**src/rtl/oad_pkg.sv**
```systemverilog
package oad_pkg;
    localparam int DATA_W  = 16;
    localparam int REG_W   = 4;
    localparam int NUM_REG = 16;
    localparam int LIT8_W  = 8;
    localparam int LIT16_W = 16;
    localparam int PRE_W   = 2;

    // operand addressing modes, encoded as a 3-bit field from decode
    localparam logic [2:0] MODE_DIRECT   = 3'h0;
    localparam logic [2:0] MODE_IND      = 3'h1;
    localparam logic [2:0] MODE_POSTMOD  = 3'h2;
    localparam logic [2:0] MODE_PREMOD   = 3'h3;
    localparam logic [2:0] MODE_INDEXED  = 3'h4;
    localparam logic [2:0] MODE_LITOFF   = 3'h5;
    localparam logic [2:0] MODE_LIT8     = 3'h6;
    localparam logic [2:0] MODE_LIT16    = 3'h7;

    // instruction classes
    localparam logic [1:0] CLASS_MCU     = 2'h0;
    localparam logic [1:0] CLASS_MOVE    = 2'h1;
    localparam logic [1:0] CLASS_ACC     = 2'h2;
    localparam logic [1:0] CLASS_DUAL    = 2'h3;

    // permitted mode masks, bit n set = mode n allowed
    localparam logic [7:0] ALLOW_MCU     = 8'h0F;
    localparam logic [7:0] ALLOW_MOVE    = 8'hFF;
    localparam logic [7:0] ALLOW_ACC     = 8'hFF;
    localparam logic [7:0] ALLOW_DUAL    = 8'h07;

    // prefetch pointer register numbers
    localparam logic [3:0] PF_PTR_A      = 4'h8;
    localparam logic [3:0] PF_PTR_B      = 4'h9;
    localparam logic [3:0] PF_PTR_C      = 4'hA;
    localparam logic [3:0] PF_PTR_D      = 4'hB;

    localparam logic [15:0] RESET_ADDR   = 16'h0000;
    localparam logic [15:0] STEP_WORD    = 16'h0002;
endpackage : oad_pkg

```
**src/rtl/oad_ea_if.sv**
```systemverilog
`timescale 1ns/1ps
interface oad_ea_if;
    logic [2:0]  mode;
    logic [15:0] ptr_val;
    logic [15:0] ofs_val;
    logic [15:0] lit_val;
    logic        dec;
    logic [15:0] ea;
    logic [15:0] ptr_upd;
    logic        wb_en;
    modport calc (input mode, ptr_val, ofs_val, lit_val, dec, output ea, ptr_upd, wb_en);
    modport user (output mode, ptr_val, ofs_val, lit_val, dec, input ea, ptr_upd, wb_en);
endinterface : oad_ea_if

```
**src/rtl/oad_decode.sv**
```systemverilog
`timescale 1ns/1ps
module oad_decode
(
    input  wire logic        ref_clk_in,
    input  wire logic        arst_n_in,
    input  wire logic        issue_in,
    input  wire logic [1:0]  iclass_in,
    input  wire logic [2:0]  src_mode_in,
    input  wire logic [2:0]  dst_mode_in,
    input  wire logic [3:0]  src_ptr_in,
    input  wire logic [3:0]  dst_ptr_in,
    input  wire logic [3:0]  offset_register_field_in,
    input  wire logic [15:0] src_lit_in,
    input  wire logic [15:0] dst_lit_in,
    input  wire logic        lit_wide_in,
    input  wire logic        src_dec_in,
    input  wire logic        dst_dec_in,
    input  wire logic [3:0]  pf_ptr0_in,
    input  wire logic [3:0]  pf_ptr1_in,
    input  wire logic [255:0] wreg_in,
    output logic             valid_out,
    output logic             mode_err_out,
    output logic [15:0]      src_ea_out,
    output logic [15:0]      dst_ea_out,
    output logic             src_wb_out,
    output logic [3:0]       src_wb_idx_out,
    output logic [15:0]      src_wb_val_out,
    output logic             dst_wb_out,
    output logic [3:0]       dst_wb_idx_out,
    output logic [15:0]      dst_wb_val_out,
    output logic             x_rd_valid_out,
    output logic [15:0]      x_rd_addr_out,
    output logic             y_rd_valid_out,
    output logic [15:0]      y_rd_addr_out
);
    function automatic logic [15:0] oad_reg(input logic [255:0] f, input logic [3:0] i);
        oad_reg = f[{i, 4'h0} +: 16];
    endfunction : oad_reg

    function automatic logic oad_allowed(input logic [1:0] c, input logic [2:0] m);
        logic [7:0] mask;
        case (c)
            oad_pkg::CLASS_MCU:  mask = oad_pkg::ALLOW_MCU;
            oad_pkg::CLASS_MOVE: mask = oad_pkg::ALLOW_MOVE;
            oad_pkg::CLASS_ACC:  mask = oad_pkg::ALLOW_ACC;
            default:             mask = oad_pkg::ALLOW_DUAL;
        endcase
        oad_allowed = mask[m];
    endfunction : oad_allowed

    function automatic logic oad_is_pf(input logic [3:0] r);
        oad_is_pf = (r >= oad_pkg::PF_PTR_A) && (r <= oad_pkg::PF_PTR_D);
    endfunction : oad_is_pf

    function automatic logic [15:0] oad_lit(input logic [15:0] l, input logic w);
        oad_lit = w ? l : {8'h00, l[7:0]};
    endfunction : oad_lit

    oad_ea_if src_if ();
    oad_ea_if dst_if ();

    // request screening
    wire        is_dual     = (iclass_in == oad_pkg::CLASS_DUAL);
    wire [15:0] ofs_val     = oad_reg(wreg_in, offset_register_field_in);
    wire        src_ok      = oad_allowed(iclass_in, src_mode_in);
    // dual-source words carry no destination mode, so it is not screened
    wire        dst_ok      = is_dual || oad_allowed(iclass_in, dst_mode_in);
    wire        pf0_ok      = oad_is_pf(pf_ptr0_in);
    wire        pf1_ok      = oad_is_pf(pf_ptr1_in);
    wire        pf_ok       = !is_dual || (pf0_ok && pf1_ok);
    wire        all_ok      = src_ok && dst_ok && pf_ok;
    wire        accept      = issue_in && all_ok;
    wire        refuse      = issue_in && !all_ok;

    // bit 1 of an in-range pointer number picks the y side
    wire        pf0_y       = pf_ptr0_in[1];
    wire        pf1_y       = pf_ptr1_in[1];
    wire [15:0] pf0_addr    = oad_reg(wreg_in, pf_ptr0_in);
    wire [15:0] pf1_addr    = oad_reg(wreg_in, pf_ptr1_in);
    // both pointers on one side: only one address per side survives
    wire [15:0] x_addr      = pf0_y ? pf1_addr : pf0_addr;
    wire [15:0] y_addr      = pf0_y ? pf0_addr : pf1_addr;
    wire        x_has       = !pf0_y || !pf1_y;
    wire        y_has       = pf0_y || pf1_y;

    // effective address paths
    wire [15:0] src_ptr_val = oad_reg(wreg_in, src_ptr_in);
    wire [15:0] dst_ptr_val = oad_reg(wreg_in, dst_ptr_in);
    // one width flag for both literals, a mixed-width pair cannot be asked for
    wire [15:0] src_lit_val = oad_lit(src_lit_in, lit_wide_in);
    wire [15:0] dst_lit_val = oad_lit(dst_lit_in, lit_wide_in);

    assign src_if.mode    = src_mode_in;
    assign src_if.ptr_val = src_ptr_val;
    assign src_if.ofs_val = ofs_val;
    assign src_if.lit_val = src_lit_val;
    assign src_if.dec     = src_dec_in;
    assign dst_if.mode    = dst_mode_in;
    assign dst_if.ptr_val = dst_ptr_val;
    assign dst_if.ofs_val = ofs_val;
    assign dst_if.lit_val = dst_lit_val;
    assign dst_if.dec     = dst_dec_in;

    oad_ea_calc u_src (.p(src_if.calc));
    oad_ea_calc u_dst (.p(dst_if.calc));

    // next values of the answer strobes
    wire        valid_nxt   = accept;
    wire        err_nxt     = refuse;
    wire        src_wb_nxt  = accept && src_if.wb_en;
    wire        dst_wb_nxt  = accept && !is_dual && dst_if.wb_en;
    wire        x_valid_nxt = accept && is_dual && x_has;
    wire        y_valid_nxt = accept && is_dual && y_has;

    always_ff @(posedge ref_clk_in or negedge arst_n_in)
    begin
        if (!arst_n_in)
        begin
            valid_out    <= 1'b0;
            mode_err_out <= 1'b0;
        end
        else
        begin
            valid_out    <= valid_nxt;
            mode_err_out <= err_nxt;
        end
    end

    always_ff @(posedge ref_clk_in or negedge arst_n_in)
    begin
        if (!arst_n_in)
        begin
            src_ea_out <= oad_pkg::RESET_ADDR;
        end
        else
        begin
            src_ea_out <= src_if.ea;
        end
    end

    always_ff @(posedge ref_clk_in or negedge arst_n_in)
    begin
        if (!arst_n_in)
        begin
            dst_ea_out <= oad_pkg::RESET_ADDR;
        end
        else
        begin
            dst_ea_out <= dst_if.ea;
        end
    end

    always_ff @(posedge ref_clk_in or negedge arst_n_in)
    begin
        if (!arst_n_in)
        begin
            src_wb_out     <= 1'b0;
            src_wb_idx_out <= 4'h0;
            src_wb_val_out <= oad_pkg::RESET_ADDR;
        end
        else
        begin
            src_wb_out     <= src_wb_nxt;
            src_wb_idx_out <= src_ptr_in;
            src_wb_val_out <= src_if.ptr_upd;
        end
    end

    always_ff @(posedge ref_clk_in or negedge arst_n_in)
    begin
        if (!arst_n_in)
        begin
            dst_wb_out     <= 1'b0;
            dst_wb_idx_out <= 4'h0;
            dst_wb_val_out <= oad_pkg::RESET_ADDR;
        end
        else
        begin
            dst_wb_out     <= dst_wb_nxt;
            dst_wb_idx_out <= dst_ptr_in;
            dst_wb_val_out <= dst_if.ptr_upd;
        end
    end

    always_ff @(posedge ref_clk_in or negedge arst_n_in)
    begin
        if (!arst_n_in)
        begin
            x_rd_valid_out <= 1'b0;
            x_rd_addr_out  <= oad_pkg::RESET_ADDR;
        end
        else
        begin
            x_rd_valid_out <= x_valid_nxt;
            x_rd_addr_out  <= x_addr;
        end
    end

    always_ff @(posedge ref_clk_in or negedge arst_n_in)
    begin
        if (!arst_n_in)
        begin
            y_rd_valid_out <= 1'b0;
            y_rd_addr_out  <= oad_pkg::RESET_ADDR;
        end
        else
        begin
            y_rd_valid_out <= y_valid_nxt;
            y_rd_addr_out  <= y_addr;
        end
    end
endmodule : oad_decode

```
**src/rtl/oad_ea_calc.sv**
```systemverilog
`timescale 1ns/1ps
module oad_ea_calc
(
    oad_ea_if.calc p
);
    wire [15:0] step_w  = p.dec ? (16'h0000 - oad_pkg::STEP_WORD) : oad_pkg::STEP_WORD;
    wire [15:0] sum_idx = p.ptr_val + p.ofs_val;
    wire [15:0] sum_lit = p.ptr_val + p.lit_val;
    wire [15:0] stepped = p.ptr_val + step_w;

    always_comb
    begin
        p.ea      = p.ptr_val;
        p.ptr_upd = p.ptr_val;
        p.wb_en   = 1'b0;
        case (p.mode)
            oad_pkg::MODE_DIRECT:  p.ea = p.ptr_val;
            oad_pkg::MODE_IND:     p.ea = p.ptr_val;
            oad_pkg::MODE_POSTMOD:
            begin
                p.ea      = p.ptr_val;
                p.ptr_upd = stepped;
                p.wb_en   = 1'b1;
            end
            oad_pkg::MODE_PREMOD:
            begin
                p.ea      = stepped;
                p.ptr_upd = stepped;
                p.wb_en   = 1'b1;
            end
            oad_pkg::MODE_INDEXED: p.ea = sum_idx;
            oad_pkg::MODE_LITOFF:  p.ea = sum_lit;
            oad_pkg::MODE_LIT8:    p.ea = p.lit_val;
            oad_pkg::MODE_LIT16:   p.ea = p.lit_val;
            default:               p.ea = p.ptr_val;
        endcase
    end
endmodule : oad_ea_calc

```
**config.mk**
```make
export PLATFORM = sky130hd
export DESIGN_NAME = oad_decode
export DESIGN_NICKNAME = d
export VERILOG_FILES = /design/src/rtl/oad_pkg.sv /design/src/rtl/oad_ea_if.sv /design/src/rtl/oad_decode.sv /design/src/rtl/oad_ea_calc.sv
export SDC_FILE = /design/constraint.sdc
export NUM_CORES = 1
export LEC_CHECK = 0
export BUFFER_PORTS_ARGS = -buffer_cell sky130_fd_sc_hd__buf_4
export CORE_MARGIN = 1
export CORE_UTILIZATION = 40
export CTS_CLUSTER_DIAMETER = 150
export DETAILED_ROUTE_END_ITERATION = 12
export PLACE_DENSITY = 0.65
export SKIP_LAST_GASP = 1
export SYNTH_ARGS = -nofsm -noshare
export SYNTH_HDL_FRONTEND = slang
export SYNTH_HIERARCHICAL = 1
export SYNTH_SLANG_ARGS = --single-unit
```
**constraint.sdc**
```tcl
create_clock -name ref_clk_in -period 0.8 [get_ports ref_clk_in]
set_input_delay 0.04 -clock ref_clk_in [delete_from_list [all_inputs] [get_ports ref_clk_in]]
set_output_delay 0.04 -clock ref_clk_in [all_outputs]
set_load 0.01 [all_outputs]
```
**Word-level counts from Yosys, hierarchy flattened**

Cells that the tools add are included.
W data, S select, Z words.

- Logic and storage cells: 96
- Bits of input ports: 322
- Output and inout port bits: 110
- Flip-flop bits (word level): 110

- Order comparisons: 6
- Equal/unequal tests: 17
- Shift-type cells: 5
- Reductions and logical operators: 31
- Add/subtract/negate cells: 6
- Multiplexer cells: 17

Operator list:

| cell | count |
|---|---|
| $shiftx A256 B9 Y16 | 5 |
| $pmux W16 S5 | 2 |
| $mux W16 | 8 |
| $add A16 B16 Y16 | 6 |
| $eq A3 B3 Y1 const B | 8 |
| $pmux W8 S2 | 1 |
| $logic_and A1 B1 Y1 | 13 |
| $eq A3 B2 Y1 const B | 4 |
| $reduce_or A2 Y1 | 5 |
| $ge A4 B4 Y1 const B | 2 |
| $le A4 B4 Y1 const B | 2 |
| $lt A3 B4 Y1 const B | 2 |
| $bmux W1 S3 | 2 |
| $eq A3 B1 Y1 const B | 2 |
| $logic_not A3 Y1 | 2 |
| $reduce_or A3 Y1 | 2 |
| $eq A2 B2 Y1 const B | 2 |
| $logic_not A1 Y1 | 4 |
| $logic_or A1 B1 Y1 | 4 |
| $mux W1 | 4 |
| $eq A2 B1 Y1 const B | 1 |
| $logic_not A2 Y1 | 1 |

**Longest topological paths before layout**

- Depth after elaboration: 11
- Gate-level depth with buffers: 16
- Mapped depth without buffers: 14

**Hierarchy**

Netlist, hierarchy kept.

Modules (own cells, without submodules):

| module | cells an instance | area an instance (µm²) | seq. area each (µm²) | instances |
|---|---|---|---|---|
| oad_decode | 881 | 13187.6 | 2752.6 | 1 |
| oad_ea_calc | 308 | 2142.1 | 0.0 | 2 |

**Worst setup path before layout**

Ideal clock, no wire load.

- Path type: input port to flip-flop
- From: input dst_ptr_in[0]
- To: register dst_ea_out[11]
- Buffers on the path: 2
- Path slack: -3.088 ns
- Data arrival time: 3.763 ns
- Required time: 0.674 ns
- Library setup time: 0.126 ns
- Stages: 13
- Cell sequence: buf_2 -> buf_2 -> mux4_2 -> mux4_2 -> fa_1 -> a211o_1 -> a211o_2 -> a2111oi_4 -> nor3b_2 -> nor2_2 -> xor2_1 -> o21ai_1 -> a221o_1

- Word-level cells in the longest chain between the ends: 3
- Elaborated cells between the ends (all ways): 5
- Those cells by class: add/sub (3); shift (1); mux (1)

RTL lines:

| what | RTL line | RTL |
|---|---|---|
| from (decl) | oad_decode.sv:11 | `input wire logic [3:0] dst_ptr_in,` |
| $shiftx A256 B9 Y16 * | oad_decode.sv:37 | `oad_reg = f[{i, 4'h0} +: 16];` |
| named net dst_if.ptr_val[1] | oad_ea_if.sv:4 | `logic [15:0] ptr_val;` |
| $add A16 B16 Y16, on equally long branches | oad_ea_calc.sv:8, oad_ea_calc.sv:7, oad_ea_calc.sv:9 |  |
| $pmux W16 S5 * | oad_ea_calc.sv:16 | `case (p.mode)` |
| named net dst_if.ea[11] | oad_ea_if.sv:8 | `logic [15:0] ea;` |
| to (signal assigned) | oad_decode.sv:145 | `dst_ea_out <= oad_pkg::RESET_ADDR;` |
| to (signal assigned) | oad_decode.sv:149 | `dst_ea_out <= dst_if.ea;` |
| to (decl) | oad_decode.sv:24 | `output logic [15:0] dst_ea_out,` |

Mark *: on every way through the listed nets, which the timed path passes. The rest lies on a longest branch.

**Worst setup path in the final report**

- From: input src_ptr_in[0]
- To: register src_ea_out[15]

- Word-level cells in the longest chain between the ends: 3
- Elaborated cells between the ends (all ways): 5
- Those cells by class: add/sub (3); shift (1); mux (1)

RTL lines:

| what | RTL line | RTL |
|---|---|---|
| from (decl) | oad_decode.sv:10 | `input wire logic [3:0] src_ptr_in,` |
| $shiftx A256 B9 Y16 * | oad_decode.sv:37 |  |
| named net src_if.ptr_val[1] | oad_ea_if.sv:4 |  |
| $add A16 B16 Y16, on equally long branches | oad_ea_calc.sv:8, oad_ea_calc.sv:7, oad_ea_calc.sv:9 |  |
| $pmux W16 S5 * | oad_ea_calc.sv:16 |  |
| named net src_if.ea[15] | oad_ea_if.sv:8 |  |
| to (signal assigned) | oad_decode.sv:133 | `src_ea_out <= oad_pkg::RESET_ADDR;` |
| to (signal assigned) | oad_decode.sv:137 | `src_ea_out <= src_if.ea;` |
| to (decl) | oad_decode.sv:23 | `output logic [15:0] src_ea_out,` |

Marked as above.

==> out/qor.yml <==
syn2layout_area_growth_pct: 68.7
maxcap_violations: 0
ant_nets: 0
final.period_utilization_pct: 424
synth.cell_area_mm2: 0.0175
dominantRegCellSynth: "sky130_fd_sc_hd__dfrtp_1"
groute.layer.met3.usage_pct: 11.5
grt_overflow_total: 0
critical_path.endpoint_type: "flop"
seq_power_share_pct: 17.5
syn_nets: 1887
synth_edf_count: 0
grt_setup_unrepaired: "yes"
synth_mux_area_share_pct: 52.0
synth-seq-cells: 110
max_slew.worst_pin.slew_ns: 0.435
final-hold-violation-count: 0
violations: "negative setup slack"
critical_path.startpoint_type: "primary input"
share_comb_of_total_power_pct: 70.3
setup-violations-final: 208
fillers: 3149
worstPathRequired_ns: 1.11
final_core_utilization_pct: 68.4
layout.cells.most_common: "sky130_fd_sc_hd__buf_4"
fp.dieW_um: 211
power.density_mw_per_mm2: 1390
area_fraction_in_compound_gates_after_synthesis_pct: 12.0
critical_path.max_fanout: 6
seq_area_mm2: 0.00276
drt-initial-drc-count: 2395
globalRouteTotalUtil_pct: 39.3
synthAdderAreaFrac_pct: 5.04
nets: 2853
grt_pass1_wl_um: 128000
initial_utilization_pct: 40.6
clock-sinks: 110
wirelength_um: 89700
place.detailed.instances: 2948
die_area_mm2: 0.0445
final_count_of_pins_violating_max_slew: 0
dr.pass1.iters: 5
switchingPower_mw: 16.7
hp_class: "in2reg"
finalCriticalPeriod_ns: 3.39
xor_and_xnor_area_share_after_synthesis_pct: 2.81
route.vias.total: 20100
layout_setup_ws_ns: -2.59
achievable-frequency_mhz: 295
place.detailed.hpwl_um: 69300
switching_share_pct: 40.7
first_global_vias: 20300
postSynth.asyncResetShare_pct: 100
clockRootBuffer: "sky130_fd_sc_hd__clkbuf_16"
drt_wl_cell_um: 29.3
grt_antenna_before_repair: 7
final_weighted_congestion_in_routability_driven_placement: 0.998
postSynthCellCount: 1497
gr-usage-met2_pct: 60.0
main_combinational_cell_family_by_area_after_synthesis: "multiplexers"
yosys_warnings: 6
worstSetupPathType: "in2reg"
most-common-layout-cells: "sky130_fd_sc_hd__buf_4 (827), sky130_fd_sc_hd__mux4_2 (320), sky130_fd_sc_hd__buf_6 (171)"
syn_area_per_cell_um2: 11.7
status: "finished with violations"
rows: 76
total_leakage_power_nw: 12.8
clockPowerShare_pct: 12.2
vias_per_cell: 6.58
multi_input_area_mm2: 0.0156
netlist-cell-type-count: 65
busiest_layer: "met2"
worst_hold_startpoint: "src_lit_in[1]"
path_clk_slew_ns: 0.08
layout-drive-gt1-share_pct: 69.6
grt.met1_usage_pct: 50.2
post_layout_nonfiller_instances: 3057
cts_buffer_depth: 2
fp.dieH_um: 211
post_synth_and_or_nand_nor_area_fraction_pct: 8.35
clock_tree_from_tritoncts: "yes"
power_report.internal_total_mw: 24.4
hold_depth: 5
grt_max_degree: 52
ys_seq_area_share_pct: 15.8
clock_tree.htree_level_count: 3
max-slew-margin-rel_pct: 71.0
tritoncts.num_buffers: 9
post-route-drc-count: 0
min_to: "src_ea_out[1]"
floorplan.io_pins: 432
place.port_buffers: 431
ir_drop_uv: 1140
core_area_mm2: 0.0431
arrival_ns: 3.70
==> per-stage QoR <==
stage / cell area [µm²] / setup TNS [ns] / power [mW] / hold slack [ns] / setup WS, ns
final: 29500 / -149.99 / 41.1 / 0.00494 / -2.59
after floorplan: 18100 / -148.30 / 19.3 / -0.256 / -2.70
after global routing: 29500 / -156.53 / 42.8 / 0.0242 / -2.65
after CTS: 28600 / -145.74 / 39.1 / 0.0108 / -2.55
after global placement: 25900 / -181.75 / 30.3 / -0.115 / -3.11
after detailed placement: 25900 / -184.99 / 30.7 / -0.116 / -3.19
==> routing by layer <==
layer  wire length (µm)  share of wire, %
met4               5450               6.1
met3              11400                13
met5                 26             0.029
met1              32500                36
met2              40300                45
==> state kept, by name, indices dropped and copies added (netlist names), 4 cells and up <==
signal,flops
src_ea_out,16
src_wb_val_out,16
dst_ea_out,16
x_rd_addr_out,16
src_wb_idx_out,4
y_rd_addr_out,16
dst_wb_val_out,16
dst_wb_idx_out,4
==> cells in the mapped netlist, drive strengths merged, types with 16 or more instances <==
cell type	count	share of area, %
a21o	18	0.80
nor3	50	1.5
nand2	98	2.1
o221ai	16	0.80
ha	64	4.6
xor2	32	1.6
xnor2	24	1.2
mux2i	108	6.2
and2	19	0.68
mux2	68	4.5
o21ai	73	2.1
clkbuf	68	1.5
a21oi	53	1.5
mux4	320	41
dfrtp	110	16
a22oi	50	2.1
buf	70	2.3
nor2	77	1.7
o22ai	34	1.2
==> layout make-up <==
class / count / share of cell area [%]
tap: 585 / 2.48
clock inverter: 7 / 0.208
sequential: 110 / 9.35
clock buffer: 9 / 0.764
antenna: 4 / 0.0340
timing repair buffer: 1093 / 33.9
inverter: 15 / 0.200
multi-input combinational: 1234 / 53.0
==> power by group through the flow <==
stage          logic [mW]  registers [mW]  clock network [mW]
6_report             28.9            7.19                5.01
5_1_grt              30.2            7.26                5.27
4_1_cts              26.8            7.19                5.03
3_5_place_dp         23.6            7.10                   0
3_3_place_gp         23.2            7.09                   0
2_1_floorplan        11.8            7.50                   0
==> timing repair <==
action / 4_1_cts / 5_1_grt
setup buffers: 60 / 36
pin swaps: 114 / 91
setup endpoints to repair: 212 / 212
endpoints found under the hold margin: 121 / 0
resized for setup: 409 / 126
hold buffers: 9 / 0
cloned: 7 / 6
==> critical path: stages <==
cell and delay, ns:
sky130_fd_sc_hd__buf_12 0.12, sky130_fd_sc_hd__buf_12 0.14, sky130_fd_sc_hd__mux4_2 0.50, sky130_fd_sc_hd__mux4_2 0.58, sky130_fd_sc_hd__fa_2 0.39, sky130_fd_sc_hd__a211o_1 0.31
sky130_fd_sc_hd__a211o_4 0.36, sky130_fd_sc_hd__a2111oi_4 0.34, sky130_fd_sc_hd__buf_4 0.17, sky130_fd_sc_hd__or3_4 0.12, sky130_fd_sc_hd__nand4_1 0.14, sky130_fd_sc_hd__a21oi_1 0.23
sky130_fd_sc_hd__nor3_2 0.07, sky130_fd_sc_hd__nor3_1 0.20
==> worst max path at each step <==
stage / startpoint / endpoint / slack (ns) / depth (start not counted)
5_1_grt: dst_ptr_in[0] / dst_ea_out[13] / -2.65 / 14
3_5_place_dp: offset_register_field_in[0] / src_ea_out[14] / -3.19 / 15
2_1_floorplan: offset_register_field_in[0] / dst_ea_out[14] / -2.70 / 16
3_3_place_gp: offset_register_field_in[0] / src_ea_out[14] / -3.11 / 15
4_1_cts: dst_ptr_in[0] / dst_ea_out[13] / -2.55 / 14
6_report: src_ptr_in[0] / src_ea_out[15] / -2.59 / 14
==> cell families after synthesis <==
family	Yosys count
and+or+nand+nor	306
DFF	110
xor gates and xnor gates	56
buffers and inverters	153
adders and majority gates	68
muxes	496
AOI/OAI and AO/OA	308
Power figures use the tool's default switching activity.
